File: src/common/jump_ctrl_pkg.sv
// Constants, field layout and state codes for the jump and addressing control
// Overview of operation
// - Immediate instructions use low word bits directly
// - Direct mode: address field plus optional index
// - Indirect mode: chase words until mode bit clear
// - One extra storage read per indirect level
// - Indirection and indexing are independent steps
// - Halt stops; restart fetches from address field
// - Key jump taken when selected console key set
// - Return jump stores return address, runs target+1
// - Unconditional jump uses full effective address
// - Count-up index jump: zero index falls through
// - Ones-complement counting never yields negative zero
// - Count-down index jump subtracts one, then jumps; zero index falls through
// - Negative zero index counts through whole range
// - Accumulator against zero, four condition codes
// - Accumulator against auxiliary, same four codes
// - Taken jump reloads program address, fetches target
// - Program address holds current instruction location
// - Six-bit function code from upper word bits
// - Two-bit index designator, zero means none
package jump_ctrl_pkg;
	localparam int WORD_W    = 24;           // Storage word width
	localparam int ADDR_W    = 15;           // Address width
	localparam int FUNC_HI   = 23;           // Function code top bit
	localparam int FUNC_LO   = 18;           // Function code bottom bit
	localparam int MODE_BIT  = 17;           // Addressing-mode bit
	localparam int IDX_HI    = 16;           // Index designator top bit
	localparam int IDX_LO    = 15;           // Index designator bottom bit
	localparam int COND_HI   = 17;           // Jump condition field top bit
	localparam int COND_LO   = 15;           // Jump condition field bottom bit
	localparam int SUB_BIT   = 17;           // Variant bit for 02 and 03
	localparam int ZCOND_HI  = 16;           // Two-bit compare code top bit
	localparam int ZCOND_LO  = 15;           // Two-bit compare code bottom bit
	localparam logic [5:0] FN_STOP   = 6'h00;   // Halt, key jump, return jump
	localparam logic [5:0] FN_UJUMP  = 6'h01;   // Unconditional jump
	localparam logic [5:0] FN_IJUMP  = 6'h02;   // Index count jumps
	localparam logic [5:0] FN_AJUMP  = 6'h03;   // Accumulator compare jumps
	localparam logic [2:0] SEL_HALT  = 3'h0;    // Condition code for halt
	localparam logic [2:0] SEL_RTJ   = 3'h7;    // Condition code for return jump
	localparam logic [1:0] cond_equal            = 2'h0;
	localparam logic [1:0] cond_unequal          = 2'h1;
	localparam logic [1:0] cond_greater_or_equal = 2'h2;
	localparam logic [1:0] cond_less             = 2'h3;
	localparam logic [14:0] PADDR_RESET = 15'h0000; // Program address after clear
	localparam logic [14:0] INDEX_RESET = 15'h0000; // Index registers after clear

	// Control sequence states
	typedef enum logic [2:0] {
		ST_FETCH   = 3'b000,   // Request instruction word
		ST_DECODE  = 3'b001,   // Instruction word arrives, decode
		ST_INDIR   = 3'b010,   // Indirect word arrives
		ST_RTJ_WR  = 3'b011,   // Return jump write of address part
		ST_HALTED  = 3'b100,   // Stopped, waiting for restart
		ST_EXEC    = 3'b101    // Effective address handed to execute unit
	} ctrl_state_e;
endpackage : jump_ctrl_pkg

File: src/rtl/jump_stop_addressing_ctrl.sv
// Instruction decode, address resolution and jump group execution
`timescale 1ns/1ns
module jump_stop_addressing_ctrl (
	input  wire logic        clk_in,               // 250 MHz clock
	input  wire logic        sys_rst_in,           // Master clear, sync high
	input  wire logic [5:0]  console_keys_in,      // Jump keys 1..6, async
	input  wire logic        restart_in,           // Go after halt, async
	input  wire logic [23:0] acc_in,               // Accumulator contents
	input  wire logic [23:0] aux_in,               // Auxiliary register
	input  wire logic        exec_done_in,         // Execute unit finished
	input  wire logic        idx_wr_in,            // Index load strobe from execute unit
	input  wire logic [1:0]  idx_sel_in,           // Index to load, zero ignored
	input  wire logic [14:0] idx_wdata_in,         // Value for the loaded index
	output logic             mem_rd_out,           // Storage read strobe
	output logic             mem_wr_out,           // Storage write strobe
	output logic [14:0]      mem_addr_out,         // Storage address
	output logic [23:0]      mem_wdata_out,        // Storage write word
	input  wire logic [23:0] mem_rdata_in,         // Storage read word, next cycle
	output logic [23:0]      func_reg_out,         // Instruction being run
	output logic [14:0]      prog_addr_out,        // Program address register
	output logic [14:0]      exec_addr_out,        // Resolved execution address
	output logic [14:0]      operand_out,          // Immediate operand or count
	output logic             exec_req_out,         // Hand-off to execute unit
	output logic             halted_out,           // Processor stopped
	output logic [14:0]      index1_out,           // Index register 1
	output logic [14:0]      index2_out,           // Index register 2
	output logic [14:0]      index3_out,           // Index register 3
	output logic [3:0]       indir_levels_out      // Levels in last resolution
);
	////////////////////////////////////////////////////////////////////////////////
	// Ones-complement 15-bit adder with end-around carry, no negative zero
	function automatic logic [14:0] oc_add(input logic [14:0] a, input logic [14:0] b);
		logic [15:0] s;
		logic [14:0] r;
		s = {1'b0, a} + {1'b0, b};
		r = s[14:0] + {14'h0000, s[15]};
		// Negative zero folds to positive zero
		if (r == 15'h7fff) begin
			r = 15'h0000;
		end
		return r;
	endfunction : oc_add

	// Ones-complement 24-bit zero test, both zeros
	function automatic logic is_zero24(input logic [23:0] v);
		return (v == 24'h000000) || (v == 24'hffffff);
	endfunction : is_zero24

	////////////////////////////////////////////////////////////////////////////////
	// Synchronisers for pin inputs
	logic [5:0] keys_s1_reg;      // First stage, keys
	logic [5:0] keys_reg;         // Second stage, keys
	logic       go_s1_reg;        // First stage, restart
	logic       go_reg;           // Second stage, restart

	// Two flops on asynchronous console inputs
	always_ff @(posedge clk_in) begin
		keys_s1_reg <= console_keys_in;
		keys_reg    <= keys_s1_reg;
		go_s1_reg   <= restart_in;
		go_reg      <= go_s1_reg;
	end

	////////////////////////////////////////////////////////////////////////////////
	// State and registers
	jump_ctrl_pkg::ctrl_state_e state_reg;   // Control state
	jump_ctrl_pkg::ctrl_state_e state_next;
	logic [23:0] func_reg;                    // Function register
	logic [14:0] paddr_reg;                   // Program address register
	logic [14:0] fetch_addr_reg;              // Address being fetched
	logic [14:0] ea_reg;                      // Working effective address
	logic [14:0] idx_reg [1:3];               // Index registers
	logic [3:0]  levels_reg;                  // Indirect level count

	// Decoded fields of the word arriving from storage
	logic [23:0] w;
	logic [5:0]  fn;
	logic [1:0]  bsel;
	logic [2:0]  jsel;
	logic [1:0]  zc;
	logic        amode;
	logic        sub;
	logic [14:0] mfld;
	logic [14:0] bval;
	logic [14:0] p_plus1;

	always_comb begin
		w = mem_rdata_in;
		fn = w[jump_ctrl_pkg::FUNC_HI:jump_ctrl_pkg::FUNC_LO];
		amode = w[jump_ctrl_pkg::MODE_BIT];
		bsel = w[jump_ctrl_pkg::IDX_HI:jump_ctrl_pkg::IDX_LO];
		jsel = w[jump_ctrl_pkg::COND_HI:jump_ctrl_pkg::COND_LO];
		sub = w[jump_ctrl_pkg::SUB_BIT];
		zc = w[jump_ctrl_pkg::ZCOND_HI:jump_ctrl_pkg::ZCOND_LO];
		mfld = w[14:0];
		bval = (bsel == 2'h0) ? 15'h0000 : idx_reg[bsel];
		p_plus1 = paddr_reg + 15'h0001;
	end

	// Condition evaluation for accumulator jumps
	logic        cmp_true;
	logic [23:0] diff;
	always_comb begin
		diff = acc_in - aux_in;
		cmp_true = 1'b0;
		if (!sub) begin
			unique case (zc)
				jump_ctrl_pkg::cond_equal:            cmp_true = is_zero24(acc_in);
				jump_ctrl_pkg::cond_unequal:          cmp_true = !is_zero24(acc_in);
				jump_ctrl_pkg::cond_greater_or_equal: cmp_true = !acc_in[23];
				jump_ctrl_pkg::cond_less:             cmp_true = acc_in[23];
			endcase
		end else begin
			unique case (zc)
				jump_ctrl_pkg::cond_equal:   cmp_true = (acc_in == aux_in) ||
					(is_zero24(acc_in) && is_zero24(aux_in));
				jump_ctrl_pkg::cond_unequal: cmp_true = !((acc_in == aux_in) ||
					(is_zero24(acc_in) && is_zero24(aux_in)));
				jump_ctrl_pkg::cond_greater_or_equal:
					cmp_true = (acc_in[23] == aux_in[23]) ? !diff[23] : !acc_in[23];
				jump_ctrl_pkg::cond_less:
					cmp_true = (acc_in[23] == aux_in[23]) ? diff[23] : acc_in[23];
			endcase
		end
	end

	////////////////////////////////////////////////////////////////////////////////
	// Decode outcome for the instruction word in ST_DECODE
	logic        dec_jump;     // Redirect to fetch at dec_target
	logic [14:0] dec_target;
	logic        dec_indir;    // Start indirect chain
	logic        dec_halt;
	logic        dec_rtj;
	logic        dec_idx_wr;
	logic [14:0] dec_idx_val;
	always_comb begin
		dec_jump = 1'b1;
		dec_target = p_plus1;
		dec_indir = 1'b0;
		dec_halt = 1'b0;
		dec_rtj = 1'b0;
		dec_idx_wr = 1'b0;
		dec_idx_val = bval;
		unique case (fn)
			jump_ctrl_pkg::FN_STOP: begin
				if (jsel == jump_ctrl_pkg::SEL_HALT) begin
					dec_halt = 1'b1;
					dec_jump = 1'b0;
					dec_target = mfld;
				end else if (jsel == jump_ctrl_pkg::SEL_RTJ) begin
					dec_rtj = 1'b1;
					dec_jump = 1'b0;
					dec_target = mfld + 15'h0001;
				end else if (keys_reg[jsel - 3'h1]) begin
					dec_target = mfld;
				end
			end
			jump_ctrl_pkg::FN_UJUMP: begin
				dec_target = (bsel == 2'h0) ? mfld : oc_add(mfld, bval);
				if (amode) begin
					dec_indir = 1'b1;
					dec_jump = 1'b0;
				end
			end
			jump_ctrl_pkg::FN_IJUMP: begin
				// zero index or no designator falls through
				if (bsel != 2'h0 && bval != 15'h0000) begin
					dec_idx_wr = 1'b1;
					dec_idx_val = oc_add(bval, sub ? 15'h7ffe : 15'h0001);
					dec_target = mfld;
				end
			end
			jump_ctrl_pkg::FN_AJUMP: begin
				if (cmp_true) begin
					dec_target = mfld;
				end
			end
			default: begin
				// immediate operands are not address-resolved here
				dec_jump = 1'b0;
				dec_target = (bsel == 2'h0) ? mfld : oc_add(mfld, bval);
				// register-only codes never start an indirect chain
				dec_indir = amode && !((fn == 6'h04) || (fn == 6'h05) || (fn[5:3] == 3'h1));
			end
		endcase
	end

	////////////////////////////////////////////////////////////////////////////////
	// Next state
	always_comb begin
		state_next = state_reg;
		unique case (state_reg)
			jump_ctrl_pkg::ST_FETCH:  state_next = jump_ctrl_pkg::ST_DECODE;
			jump_ctrl_pkg::ST_DECODE: begin
				if (dec_halt) begin
					state_next = jump_ctrl_pkg::ST_HALTED;
				end else if (dec_rtj) begin
					state_next = jump_ctrl_pkg::ST_RTJ_WR;
				end else if (dec_jump) begin
					state_next = jump_ctrl_pkg::ST_FETCH;
				end else if (dec_indir) begin
					state_next = jump_ctrl_pkg::ST_INDIR;
				end else begin
					state_next = jump_ctrl_pkg::ST_EXEC;
				end
			end
			jump_ctrl_pkg::ST_INDIR: begin
				// keep chasing while mode bit set
				if (!amode) begin
					state_next = (func_reg[jump_ctrl_pkg::FUNC_HI:jump_ctrl_pkg::FUNC_LO]
						== jump_ctrl_pkg::FN_UJUMP) ? jump_ctrl_pkg::ST_FETCH
						: jump_ctrl_pkg::ST_EXEC;
				end
			end
			jump_ctrl_pkg::ST_RTJ_WR: state_next = jump_ctrl_pkg::ST_FETCH;
			jump_ctrl_pkg::ST_HALTED: begin
				if (go_reg) begin
					state_next = jump_ctrl_pkg::ST_FETCH;
				end
			end
			jump_ctrl_pkg::ST_EXEC: begin
				if (exec_done_in) begin
					state_next = jump_ctrl_pkg::ST_FETCH;
				end
			end
			default: state_next = jump_ctrl_pkg::ST_FETCH;
		endcase
	end

	// State register
	always_ff @(posedge clk_in) begin
		if (sys_rst_in) begin
			state_reg <= jump_ctrl_pkg::ST_FETCH;
		end else begin
			state_reg <= state_next;
		end
	end

	// Instruction and fetch address tracking
	always_ff @(posedge clk_in) begin
		if (sys_rst_in) begin
			func_reg <= 24'h000000;
			paddr_reg <= jump_ctrl_pkg::PADDR_RESET;
			fetch_addr_reg <= jump_ctrl_pkg::PADDR_RESET;
		end else begin
			if (state_reg == jump_ctrl_pkg::ST_DECODE) begin
				func_reg <= mem_rdata_in;
				paddr_reg <= fetch_addr_reg;
				if (dec_jump || dec_halt || dec_rtj) begin
					// load new address for next fetch
					fetch_addr_reg <= dec_target;
				end else begin
					fetch_addr_reg <= fetch_addr_reg + 15'h0001;
				end
			end else if (state_reg == jump_ctrl_pkg::ST_INDIR && !amode &&
					func_reg[jump_ctrl_pkg::FUNC_HI:jump_ctrl_pkg::FUNC_LO]
					== jump_ctrl_pkg::FN_UJUMP) begin
				fetch_addr_reg <= mfld;
			end
		end
	end

	// Effective address and indirection depth
	always_ff @(posedge clk_in) begin
		if (sys_rst_in) begin
			ea_reg <= 15'h0000;
			levels_reg <= 4'h0;
		end else if (state_reg == jump_ctrl_pkg::ST_DECODE) begin
			ea_reg <= (fn == jump_ctrl_pkg::FN_STOP) ? mfld : dec_target;
			levels_reg <= 4'h0;
		end else if (state_reg == jump_ctrl_pkg::ST_INDIR) begin
			ea_reg <= mfld;
			levels_reg <= levels_reg + 4'h1;
		end
	end

	// Index registers
	always_ff @(posedge clk_in) begin
		if (sys_rst_in) begin
			for (int i = 1; i <= 3; i++) begin
				idx_reg[i] <= jump_ctrl_pkg::INDEX_RESET;
			end
		end else if (state_reg == jump_ctrl_pkg::ST_DECODE && dec_idx_wr) begin
			idx_reg[bsel] <= dec_idx_val;
		end else if (idx_wr_in && idx_sel_in != 2'h0) begin
			// Load from the execute unit, jump counting has priority
			idx_reg[idx_sel_in] <= idx_wdata_in;
		end
	end

	////////////////////////////////////////////////////////////////////////////////
	// Storage and status outputs
	always_comb begin
		mem_rd_out = (state_reg == jump_ctrl_pkg::ST_FETCH) ||
			(state_reg == jump_ctrl_pkg::ST_DECODE && (dec_indir || dec_rtj)) ||
			(state_reg == jump_ctrl_pkg::ST_INDIR && amode);
		mem_wr_out = (state_reg == jump_ctrl_pkg::ST_RTJ_WR);
		if (state_reg == jump_ctrl_pkg::ST_FETCH) begin
			mem_addr_out = fetch_addr_reg;
		end else if (state_reg == jump_ctrl_pkg::ST_DECODE) begin
			// Return jump reads its target word before rewriting it
			mem_addr_out = dec_rtj ? mfld : dec_target;
		end else if (state_reg == jump_ctrl_pkg::ST_INDIR) begin
			mem_addr_out = mfld;
		end else begin
			mem_addr_out = ea_reg;
		end
		// address part replaced only, target word's upper bits kept
		mem_wdata_out = {mem_rdata_in[23:15], paddr_reg + 15'h0001};
	end

	assign func_reg_out = func_reg;
	assign prog_addr_out = paddr_reg;
	assign exec_addr_out = ea_reg;
	assign operand_out = func_reg[14:0];
	assign exec_req_out = (state_reg == jump_ctrl_pkg::ST_EXEC);
	assign halted_out = (state_reg == jump_ctrl_pkg::ST_HALTED);
	assign index1_out = idx_reg[1];
	assign index2_out = idx_reg[2];
	assign index3_out = idx_reg[3];
	assign indir_levels_out = levels_reg;
endmodule : jump_stop_addressing_ctrl

File: config.mk
export PLATFORM = sky130hd
export DESIGN_NAME = jump_stop_addressing_ctrl
export DESIGN_NICKNAME = d
export VERILOG_FILES = /design/src/common/jump_ctrl_pkg.sv /design/src/rtl/jump_stop_addressing_ctrl.sv
export SDC_FILE = /design/constraint.sdc
export NUM_CORES = 1
export LEC_CHECK = 0
export ABC_AREA = 0
export BUFFER_PORTS_ARGS = -buffer_cell sky130_fd_sc_hd__buf_2
export CAP_MARGIN = 10
export CORE_UTILIZATION = 52
export CTS_CLUSTER_DIAMETER = 80
export DETAILED_ROUTE_END_ITERATION = 7
export GPL_TIMING_DRIVEN = 0
export PLACE_DENSITY = 0.77
export SLEW_MARGIN = 10
export SYNTH_ARGS = -nofsm -noshare
export SYNTH_HDL_FRONTEND = slang
export SYNTH_SLANG_ARGS = --single-unit
File: constraint.sdc
create_clock -name clk_in -period 10.5 [get_ports clk_in]
set_input_delay 1.05 -clock clk_in [delete_from_list [all_inputs] [get_ports clk_in]]
set_output_delay 1.05 -clock clk_in [all_outputs]
set_load 0.01 [all_outputs]
# Word level (Yosys, flattened, before mapping)
# Memory sizes are Yosys's and may differ from the RTL's.
# Cells that the tools add are included.
[op_classes]
n_addsub = 10
n_lt_le_gt_ge = 1
eq_ne = 25
n_mux = 66
reduce_logical = 41
[op_table]
columns = ["operator", "n"]
rows = [
  ["$mux W15", 23],
  ["$eq A24 B24 Y1 const B", 2],
  ["$logic_not A24 Y1", 2],
  ["$add A15 B1 Y15 const B", 3],
  ["$pmux W15 S3", 1],
  ["$add A15 B15 Y16", 2],
  ["$add A15 B1 Y15", 2],
  ["$eq A15 B15 Y1 const B", 2],
  ["$reduce_or A15 Y1", 2],
  ["$mux W1", 26],
  ["$eq A24 B24 Y1", 1],
  ["$mux W3", 8],
  ["$sub A24 B24 Y24", 1],
  ["$pmux W3 S5", 1],
  ["$reduce_bool A15 Y1", 1],
  ["$eq A6 B1 Y1 const B", 2],
  ["$eq A6 B2 Y1 const B", 2],
  ["$eq A6 B3 Y1 const B", 2],
  ["$logic_or A1 B1 Y1", 10],
  ["$eq A3 B3 Y1 const B", 3],
  ["$logic_and A1 B1 Y1", 9],
  ["$pmux W1 S4", 2],
  ["$eq A3 B1 Y1 const B", 2],
  ["$eq A3 B2 Y1 const B", 2],
  ["other kinds (20)", 32],
]
[word_totals]
regBits = 90
mem_bits_rw = 45
in_bits = 100
output_inout_bits = 161
wordCells = 154
memories = 1
[mem_list]
columns = ["memory", "depth", "word_bits", "rd", "rd_clocked_by_memory_dff", "write_ports", "line_no", "rtl"]
rows = [
  ["idx_reg", 3, 15, 4, 0, 3, "jump_stop_addressing_ctrl.sv:72", "logic [14:0] idx_reg [1:3];"],
]

# Longest topological paths before layout
# Gate-level depths: netlist of run 1.
[depth]
word_depth = 13
depth_mapped = 30
depth_no_buf = 25

# Worst setup path after synthesis of run 1
# Ideal clock, no wire load.
[synth_path]
path_type = "input to output"
start = "in mem_rdata_in[15]"
end = "out mem_addr_out[13]"
arrival_ns = 6.489
required_ns = 9.450
slack_ns = 2.961
stages = 29
n_path_buf = 6
path_cell_list = "buf_4 > buf_4 > inv_1 > ha_1 > buf_1 > buf_1 > clkbuf_1 > nor2b_1 > ha_1 > buf_4 > nand2_2 > o31ai_4 > o211ai_1 > nand3b_1 > a21oi_1 > nor2b_1 > o21ai_0 > nand2b_1 > ha_1 > nor2b_1 > nand2_1 > nor4_2 > nand4_1 > xnor2_1 > nand4_1 > nor3_2 > a221o_1 > o21a_1 > o21ai_0"
[synth_between]
elab_chain_len = 11
word_cells_on_any_way = 34
classes_between = "add/sub (3); eq/ne (5); mux (20); reduce/logical (5); memory (1)"
[synth_rtl]
columns = ["item", "line_no", "rtl"]
rows = [
  ["from (decl)", "jump_stop_addressing_ctrl.sv:18", "input wire logic [23:0] mem_rdata_in,"],
  ["$mem_v2 Z3 W15 / $logic_not A2 Y1 (equally long branches)", "n/a", ""],
  ["$mux W15", "jump_stop_addressing_ctrl.sv:96", "bval = (bsel == 2'h0) ? 15'h0000 : idx_reg[bsel];"],
  ["$add A15 B15 Y16", "jump_stop_addressing_ctrl.sv:35", "s = {1'b0, a} + {1'b0, b};"],
  ["$add A15 B1 Y15", "jump_stop_addressing_ctrl.sv:36", "r = s[14:0] + {14'h0000, s[15]};"],
  ["$eq A15 B15 Y1", "jump_stop_addressing_ctrl.sv:38", "if (r == 15'h7fff) begin"],
  ["$mux W15", "jump_stop_addressing_ctrl.sv:38", ""],
  ["$mux W15", "jump_stop_addressing_ctrl.sv:181", "dec_target = (bsel == 2'h0) ? mfld : oc_add(mfld, bval);"],
  ["$pmux W15 S3", "jump_stop_addressing_ctrl.sv:144", "unique case (fn)"],
  ["$mux W15 *", "jump_stop_addressing_ctrl.sv:302", "mem_addr_out = dec_rtj ? mfld : dec_target;"],
  ["$mux W15 *", "jump_stop_addressing_ctrl.sv:300", "end else if (state_reg == jump_ctrl_pkg::ST_DECODE) begin"],
  ["$mux W15 *", "jump_stop_addressing_ctrl.sv:298", "if (state_reg == jump_ctrl_pkg::ST_FETCH) begin"],
  ["to (decl)", "jump_stop_addressing_ctrl.sv:16", "output logic [14:0] mem_addr_out,"],
]
# Every way passes the cells marked *; elsewhere a longest branch is shown, timed or not. The select of a mux whose other input is x is not followed.

# Final worst setup path of run 1
[layout_path]
start = "in mem_rdata_in[16]"
end = "out mem_addr_out[12]"
# Same word-level chain as after synthesis.

==> flow_summary_export.csv, run 1 <==
group,metric,value,unit
floorplanning,die_h,156,um
yosys,synth_edf_count,60,
routing,dr.max_layer_used,"met4",
cts,clockBufferDepth,2,
global_routing,grt_first_pass_wirelength,72800,um
routing,dr_wl_met2,20900,um
floorplanning,core_area,0.0234,mm^2
cts,post_cts_resize_count,0,
yosys,synth_mux_area_share,5.55,%
routing,drt-wirelength-per-cell,22.3,um
hold_path,hold_path.class,"reg -> reg",
yosys,yosysUniqueCellTypes,90,
routing,met1Wirelength,19800,um
cts,insertion_delay,440,ps
timing,slew_viol_final,0,
cts,htreeDepth,4,
routing,drt_iter0_markers,1521,
setup_path,startpoint_type,"input port",
yosys,synthFlopType,"dfxtp_1",
floorplanning,fp-row-count,56,
setup_path,cp.required,9450,ps
global_routing,grt_overflow,0,
timing,finalSetupViolations,0,
floorplanning,die_w,156,um
floorplanning,start_util,53.0,%
timing,grt_setup_unrepaired,"false",
routing,wl,48200,um
timing,fin_skew,17.2,ps
yosys,synth_area_leaders,"dfxtp_1, edfxtp_1, ha_1, nand2_1, a21oi_1",
cts,post_cts_buffers,0,
cells_and_area,syn2layout_area_growth,18.6,%
cells_and_area,drive_above_1_share,20.8,%
power_and_ir_drop,ir_worst_vdd,0.000111,V
global_routing,antenna_found_initial,2,
cts,clock-root-buffer,"clkbuf_16",
yosys,synth_xor_area_share,4.51,%
status,outcome,"complete, but fails checks",
yosys,synth_fp_nets,1721,
timing,finalHoldViolations,0,
timing,setup-tns-final,0,ps
routing,dr.pass1.iters,7,
timing,finalHoldWorstSlack,331,ps
routing,drc,2,
cells_and_area,largest_register_ffs,60,
cts,hold_buffers,0,
setup_path,cp_common_cell,"buf_2",
yosys,ys_ff_latch,150,
power_and_ir_drop,p_total,2130,uW
power_and_ir_drop,p_per_area,145,mW/mm^2
timing,fin_crit_sh,93.9,%
routing,ant_nets,0,
cts,path_clk_slew,80,ps
cts,tritoncts,"yes",
routing,via_per_inst,6.35,
setup_path,cp-end-kind,"output pin",
status,violations,"DRC",
floorplanning,die_area,0.0245,mm^2
yosys,synth_top_family_by_area,"simple AND/OR/NAND/NOR gates",
setup_path,worst_path_max_delay_cell,"a221oi_1",
place,io_buffers,258,
yosys,async_flop_share,0,%
setup_path,worstPathArrival,8810,ps
global_routing,grt_pass1_vias,12500,
flow_run,drv_cap,0,
setup_path,reg2reg_slack,3990,ps
yosys,synth_fa_ha_area_share,7.15,%
yosys,netlist.area_leader.share,14.5,%
place,gp_congestion,1.02,
routing,num_vias,13700,
yosys,synth_area,0.0124,mm^2
yosys,synth_cells,1552,
timing,layout_min_cycle_time,9860,ps
cells_and_area,nNetsFinal,1998,
floorplanning,boundaryPins,261,
yosys,syn_avg_cell_area,7.99,um^2
routing,met3_length,6250,um
cts,cts_sinks,150,
place,dpl.hpwl,37700,um
global_routing,grt_max_degree,19,
power_and_ir_drop,power.leakage,0.00639,uW
yosys,synth_warnings,0,
yosys,yosysSeqAreaShare,29.1,%
setup_path,critPathKind,"in -> out",
setup_path,slowest_delay,900,ps
cts,cts_inserted_buffers,17,
timing,fmax,101,MHz
timing,slew_headroom,24.4,%
global_routing,grt_use_total,39.4,%
timing,worst_pin_slew,1130,ps
setup_path,crit_fanout,10,
yosys,yosysTopAreaCell,"dfxtp_1",
cells_and_area,fillers,2154,
yosys,synth-simple-area-share,24.1,%
yosys,synth_compound_area_share,23.4,%
## cell usage after synthesis (all sizes together) (6+ instances only)
library cell and instances:
inv 64, nor3 35, a221oi 17, o21a 17, and2 9, nor4 26, xor2 24, or3 10
a2111oi 6, a21oi 146, nand2b 16, clkbuf 69, ha 66, nand4 34, dfxtp 90, nand3 41
buf 45, nor3b 6, a31oi 25, and4 10, a311oi 7, mux2i 26, xnor2 39, a211oi 25
nor2 146, nand2 199, edfxtp 60, or2 6, and3 24, o22ai 7, o31ai 8, o21ai 78
o221ai 11, a21o 23, mux2 6, nor2b 27, mux4 16, o211ai 18
## cells by family after synthesis
group / after synthesis
flops: 150
simple gates: 607
fa+ha+maj: 69
xor+xnor: 63
mux: 48
buf+inv: 178
compound gates: 437
## stage by stage
step / area (um^2) / utilization (%) / cells / setup WS [ps]
final: 14700 / 62.8 / 2163 / 641
after global placement: 14100 / 60.2 / 2129 / 1010
after floorplan: 12400 / - / 1552 / 2960
after detailed placement: 14100 / 60.2 / 2129 / 1010
after global routing: 14700 / 62.8 / 2162 / 242
after CTS: 14700 / 62.8 / 2161 / 984
## worst max-delay path, delay by kind of cell
kind / cells / cell delay, ps
AO/OA/AOI/OAI: 6 / 1970
XOR/XNOR: 1 / 250
adder cells (fa/ha/maj): 3 / 750
buffers and inverters: 9 / 2540
multiplexers: 1 / 170
AND/OR/NAND/NOR: 11 / 2050
## layout make-up
type                            instances  area (um^2)  area share [%]
Multi-Input combinational cell       1224         8020            54.6
Sequential cell                       150         3600            24.5
Timing Repair Buffer                  258         1290            8.79
Buffer                                114          541            3.68
Clock buffer                           17          425            2.90
Tap cell                              319          399            2.72
Inverter                               64          240            1.63
Clock inverter                         15          173            1.18
Antenna cell                            2         5.00          0.0341
## per-layer routing
layer	track usage [%]	up-vias
met3	10.6	109
met1	54.8	6464
met5	0	-
met4	10.6	0
met2	59.8	908
li1	-	6250
## path summary, 6_finish.rpt
kind | from | endpoint | depth (start not counted)
max | mem_rdata_in[16] | mem_addr_out[12] | 31
min | keys_s1_reg[0] | keys_reg[0] | 0
max reg2reg | idx_reg[2][1] | idx_reg[2][0] | 23
min reg2reg | keys_s1_reg[0] | keys_reg[0] | 0
## where the power goes
group	leakage (uW)	internal (uW)	switching [uW]
Clock	0.000290	324	322
Combinational	0.00475	281	504
Sequential	0.00135	652	44.1
## cells in the final DEF, fill, tap and decap left out, drive strengths merged, types with 6 or more instances in the layout
cell     Yosys  routed
a2111oi      6       6
a211oi      25      25
a21o        23      23
a21oi      146     146
a221oi      17      17
a311oi       7       7
a31oi       25      25
and2         9       9
and3        24      24
and4        10      10
buf         45     303
clkbuf      69      86
dfxtp       90      90
edfxtp      60      60
ha          66      66
inv         64      74
mux2         6       6
mux2i       26      26
mux4        16      16
nand2      199     199
nand2b      16      16
nand3       41      41
nand4       34      34
nor2       146     146
nor2b       27      27
nor3        35      35
nor3b        6       6
nor4        26      26
o211ai      18      18
o21a        17      17
o21ai       78      78
o221ai      11      11
o22ai        7       7
o31ai        8       8
or2          6       6
or3         10      10
xnor2       39      39
xor2        24      24
No activity file was read; power rests on OpenSTA's default activity.
==> run 2: changes to the inputs <==
--- a/config.mk
+++ b/config.mk
@@ -13,6 +13,7 @@
 export DETAILED_ROUTE_END_ITERATION = 7
 export GPL_TIMING_DRIVEN = 0
 export PLACE_DENSITY = 0.77
+export REMOVE_ABC_BUFFERS = 1
 export SLEW_MARGIN = 10
 export SYNTH_ARGS = -nofsm -noshare
 export SYNTH_HDL_FRONTEND = slang
==> run 2 against run 1 <==
The run now ends clean. Fmax increased by 13%. Sequential cell count unchanged. Sequential power about the same.
==> flow_summary_export.csv, run 2 (synthesized netlist as in run 1, its figures left out) <==
group,metric,value,unit
cts,path_clk_slew,70,ps
timing,slew_viol_final,0,
timing,finalHoldViolations,0,
timing,finalSetupViolations,0,
cells_and_area,fin_cells,2052,
cts,clock-root-buffer,"clkbuf_16",
global_routing,grt_use_total,32.5,%
cells_and_area,mostFrequentLayoutCell,"buf_2",
power_and_ir_drop,power.leakage,0.00614,uW
floorplanning,die_area,0.0245,mm^2
timing,finalHoldWorstSlack,327,ps
cts,cts_sinks,150,
cells_and_area,drive_above_1_share,20.5,%
global_routing,antenna_found_initial,1,
routing,ant_nets,0,
global_routing,grt_max_degree,71,
setup_path,critPathKind,"in -> out",
routing,dr.pass1.iters,5,
hold_path,min_from,"keys_s1_reg[2]",
cts,htreeDepth,4,
cells_and_area,syn2layout_area_growth,14.5,%
place,gp_congestion,0.948,
cts,cts_inserted_buffers,17,
setup_path,crit_family,"simple AND/OR/NAND/NOR gates",
place,dp_cells,2020,
timing,fin_skew,14.2,ps
timing,fmax,115,MHz
floorplanning,boundaryPins,261,
power_and_ir_drop,ir_worst_vdd,0.000110,V
place,dpl.hpwl,30200,um
power_and_ir_drop,p_per_area,143,mW/mm^2
setup_path,cp_num_cells,25,
routing,drc,0,
cells_and_area,diodes,0,
routing,drt_iter0_markers,1211,
setup_path,cp-end-kind,"output pin",
floorplanning,start_util,53.0,%
setup_path,crit_fanout,42,
routing,via_per_inst,6.30,
cts,tritoncts,"yes",
cells_and_area,largest_register_ffs,60,
cts,insertion_delay,440,ps
cells_and_area,final_area,0.0142,mm^2
floorplanning,die_h,156,um
place,placed_area,0.0136,mm^2
timing,layout_min_cycle_time,8720,ps
cts,post_cts_buffers,0,
global_routing,grt_pass1_vias,11700,
cells_and_area,final_cell_mix,"buf_2, nand2_1, nor2_1",
timing,slew_headroom,18.8,%
setup_path,crit_path_end,"mem_addr_out[0]",
setup_path,startpoint_type,"input port",
cts,clockBufferDepth,2,
timing,fin_crit_sh,83.1,%
setup_path,r2r-start,"idx_reg[2][2]",
setup_path,worstSetupStartpoint,"mem_rdata_in[15]",
setup_path,worst_path_max_delay_cell,"ha_2",
cts,post_cts_resize_count,0,
setup_path,reg2reg_slack,3880,ps
floorplanning,fp-row-count,56,
setup_path,slowest_delay,780,ps
cts,hold_buffers,0,
setup_path,cp_common_cell,"nor2b_1",
routing,drt-wirelength-per-cell,19.7,um
setup_path,worstReg2RegEnd,"idx_reg[1][2]",
place,io_buffers,260,
routing,wl,40500,um
setup_path,worstPathArrival,7670,ps
flow_run,drv_cap,0,
timing,grt_setup_unrepaired,"false",
hold_path,hold_path.class,"reg -> reg",
timing,setup-tns-final,0,ps
timing,worst_pin_slew,1210,ps
status,outcome,"completed",
global_routing,grt_first_pass_wirelength,62600,um
global_routing,grt_overflow,0,
setup_path,path_buf_inv,3,
setup_path,cp.required,9450,ps
cells_and_area,nNetsFinal,1889,
routing,num_vias,12900,
floorplanning,core_area,0.0234,mm^2
setup_path,ff2ff_path_depth,22,
floorplanning,die_w,156,um
==> run 2: cell count changes in the layout (fill, tap and decap cells not counted), moves of 8 or more <==
cell	delta
clkbuf_1	-68
buf_1	-9
buf_4	-25
buf_2	-8
==> run 2: worst reg2reg max path, cell delays in order (launching register included) <==
cell and delay, ps:
edfxtp_1 430, mux4_2 540, nor2b_1 190, ha_1 390, o21ai_0 180, o21ai_0 250, a21oi_1 150, or2_2 330
o21ai_0 260, a21o_1 160, a21o_1 160, ha_1 170, ha_1 180, nand2_1 70, nor3_1 460, and2_1 270
nand4_1 270, nor4_1 340, xor2_1 210, nor3_1 440, a31oi_2 290, a221oi_2 470, nor2_1 120
==> run 2: per-layer routing <==
layer	track usage (%)	wire, um	share of wire (%)
met3	6.29	3680	9.1
met1	44.3	17300	43
met2	50.7	18300	45
met5	0	0	0
met4	12.5	1090	2.7
==> run 2: worst min path at each step <==
stage | slack [ps] | end | cells after the start
after floorplan | 310 | go_reg | 0
after global placement | 310 | go_reg | 0
after detailed placement | 310 | keys_reg[2] | 0
after CTS | 330 | keys_reg[2] | 0
after global routing | 330 | keys_reg[3] | 0
final | 330 | keys_reg[2] | 0
==> run 2: final cells by class <==
class	count	area, um^2
Clock buffer	18	429
Clock inverter	14	131
Fill cell	2112	9210
Inverter	64	240
Multi-Input combinational cell	1224	8030
Sequential cell	150	3600
Tap cell	319	399
Timing Repair Buffer	263	1350
==> run 2: per-stage QoR <==
stage / utilization [%] / setup WS [ps] / total power [uW]
6_report: 60.6 / 1780 / 2030
5_1_grt: 60.6 / 1230 / 2130
4_1_cts: 60.6 / 1880 / 2010
3_5_place_dp: 58.2 / 1890 / 1420
3_3_place_gp: 57.9 / 1280 / 1400
2_1_floorplan: - / 3470 / 1160
==> run 2: where the power goes <==
part	switching [uW]	internal, uW	total, uW
sequential	43.5	652	696
clock	292	314	605
combinational	460	269	729
total	795	1230	2030
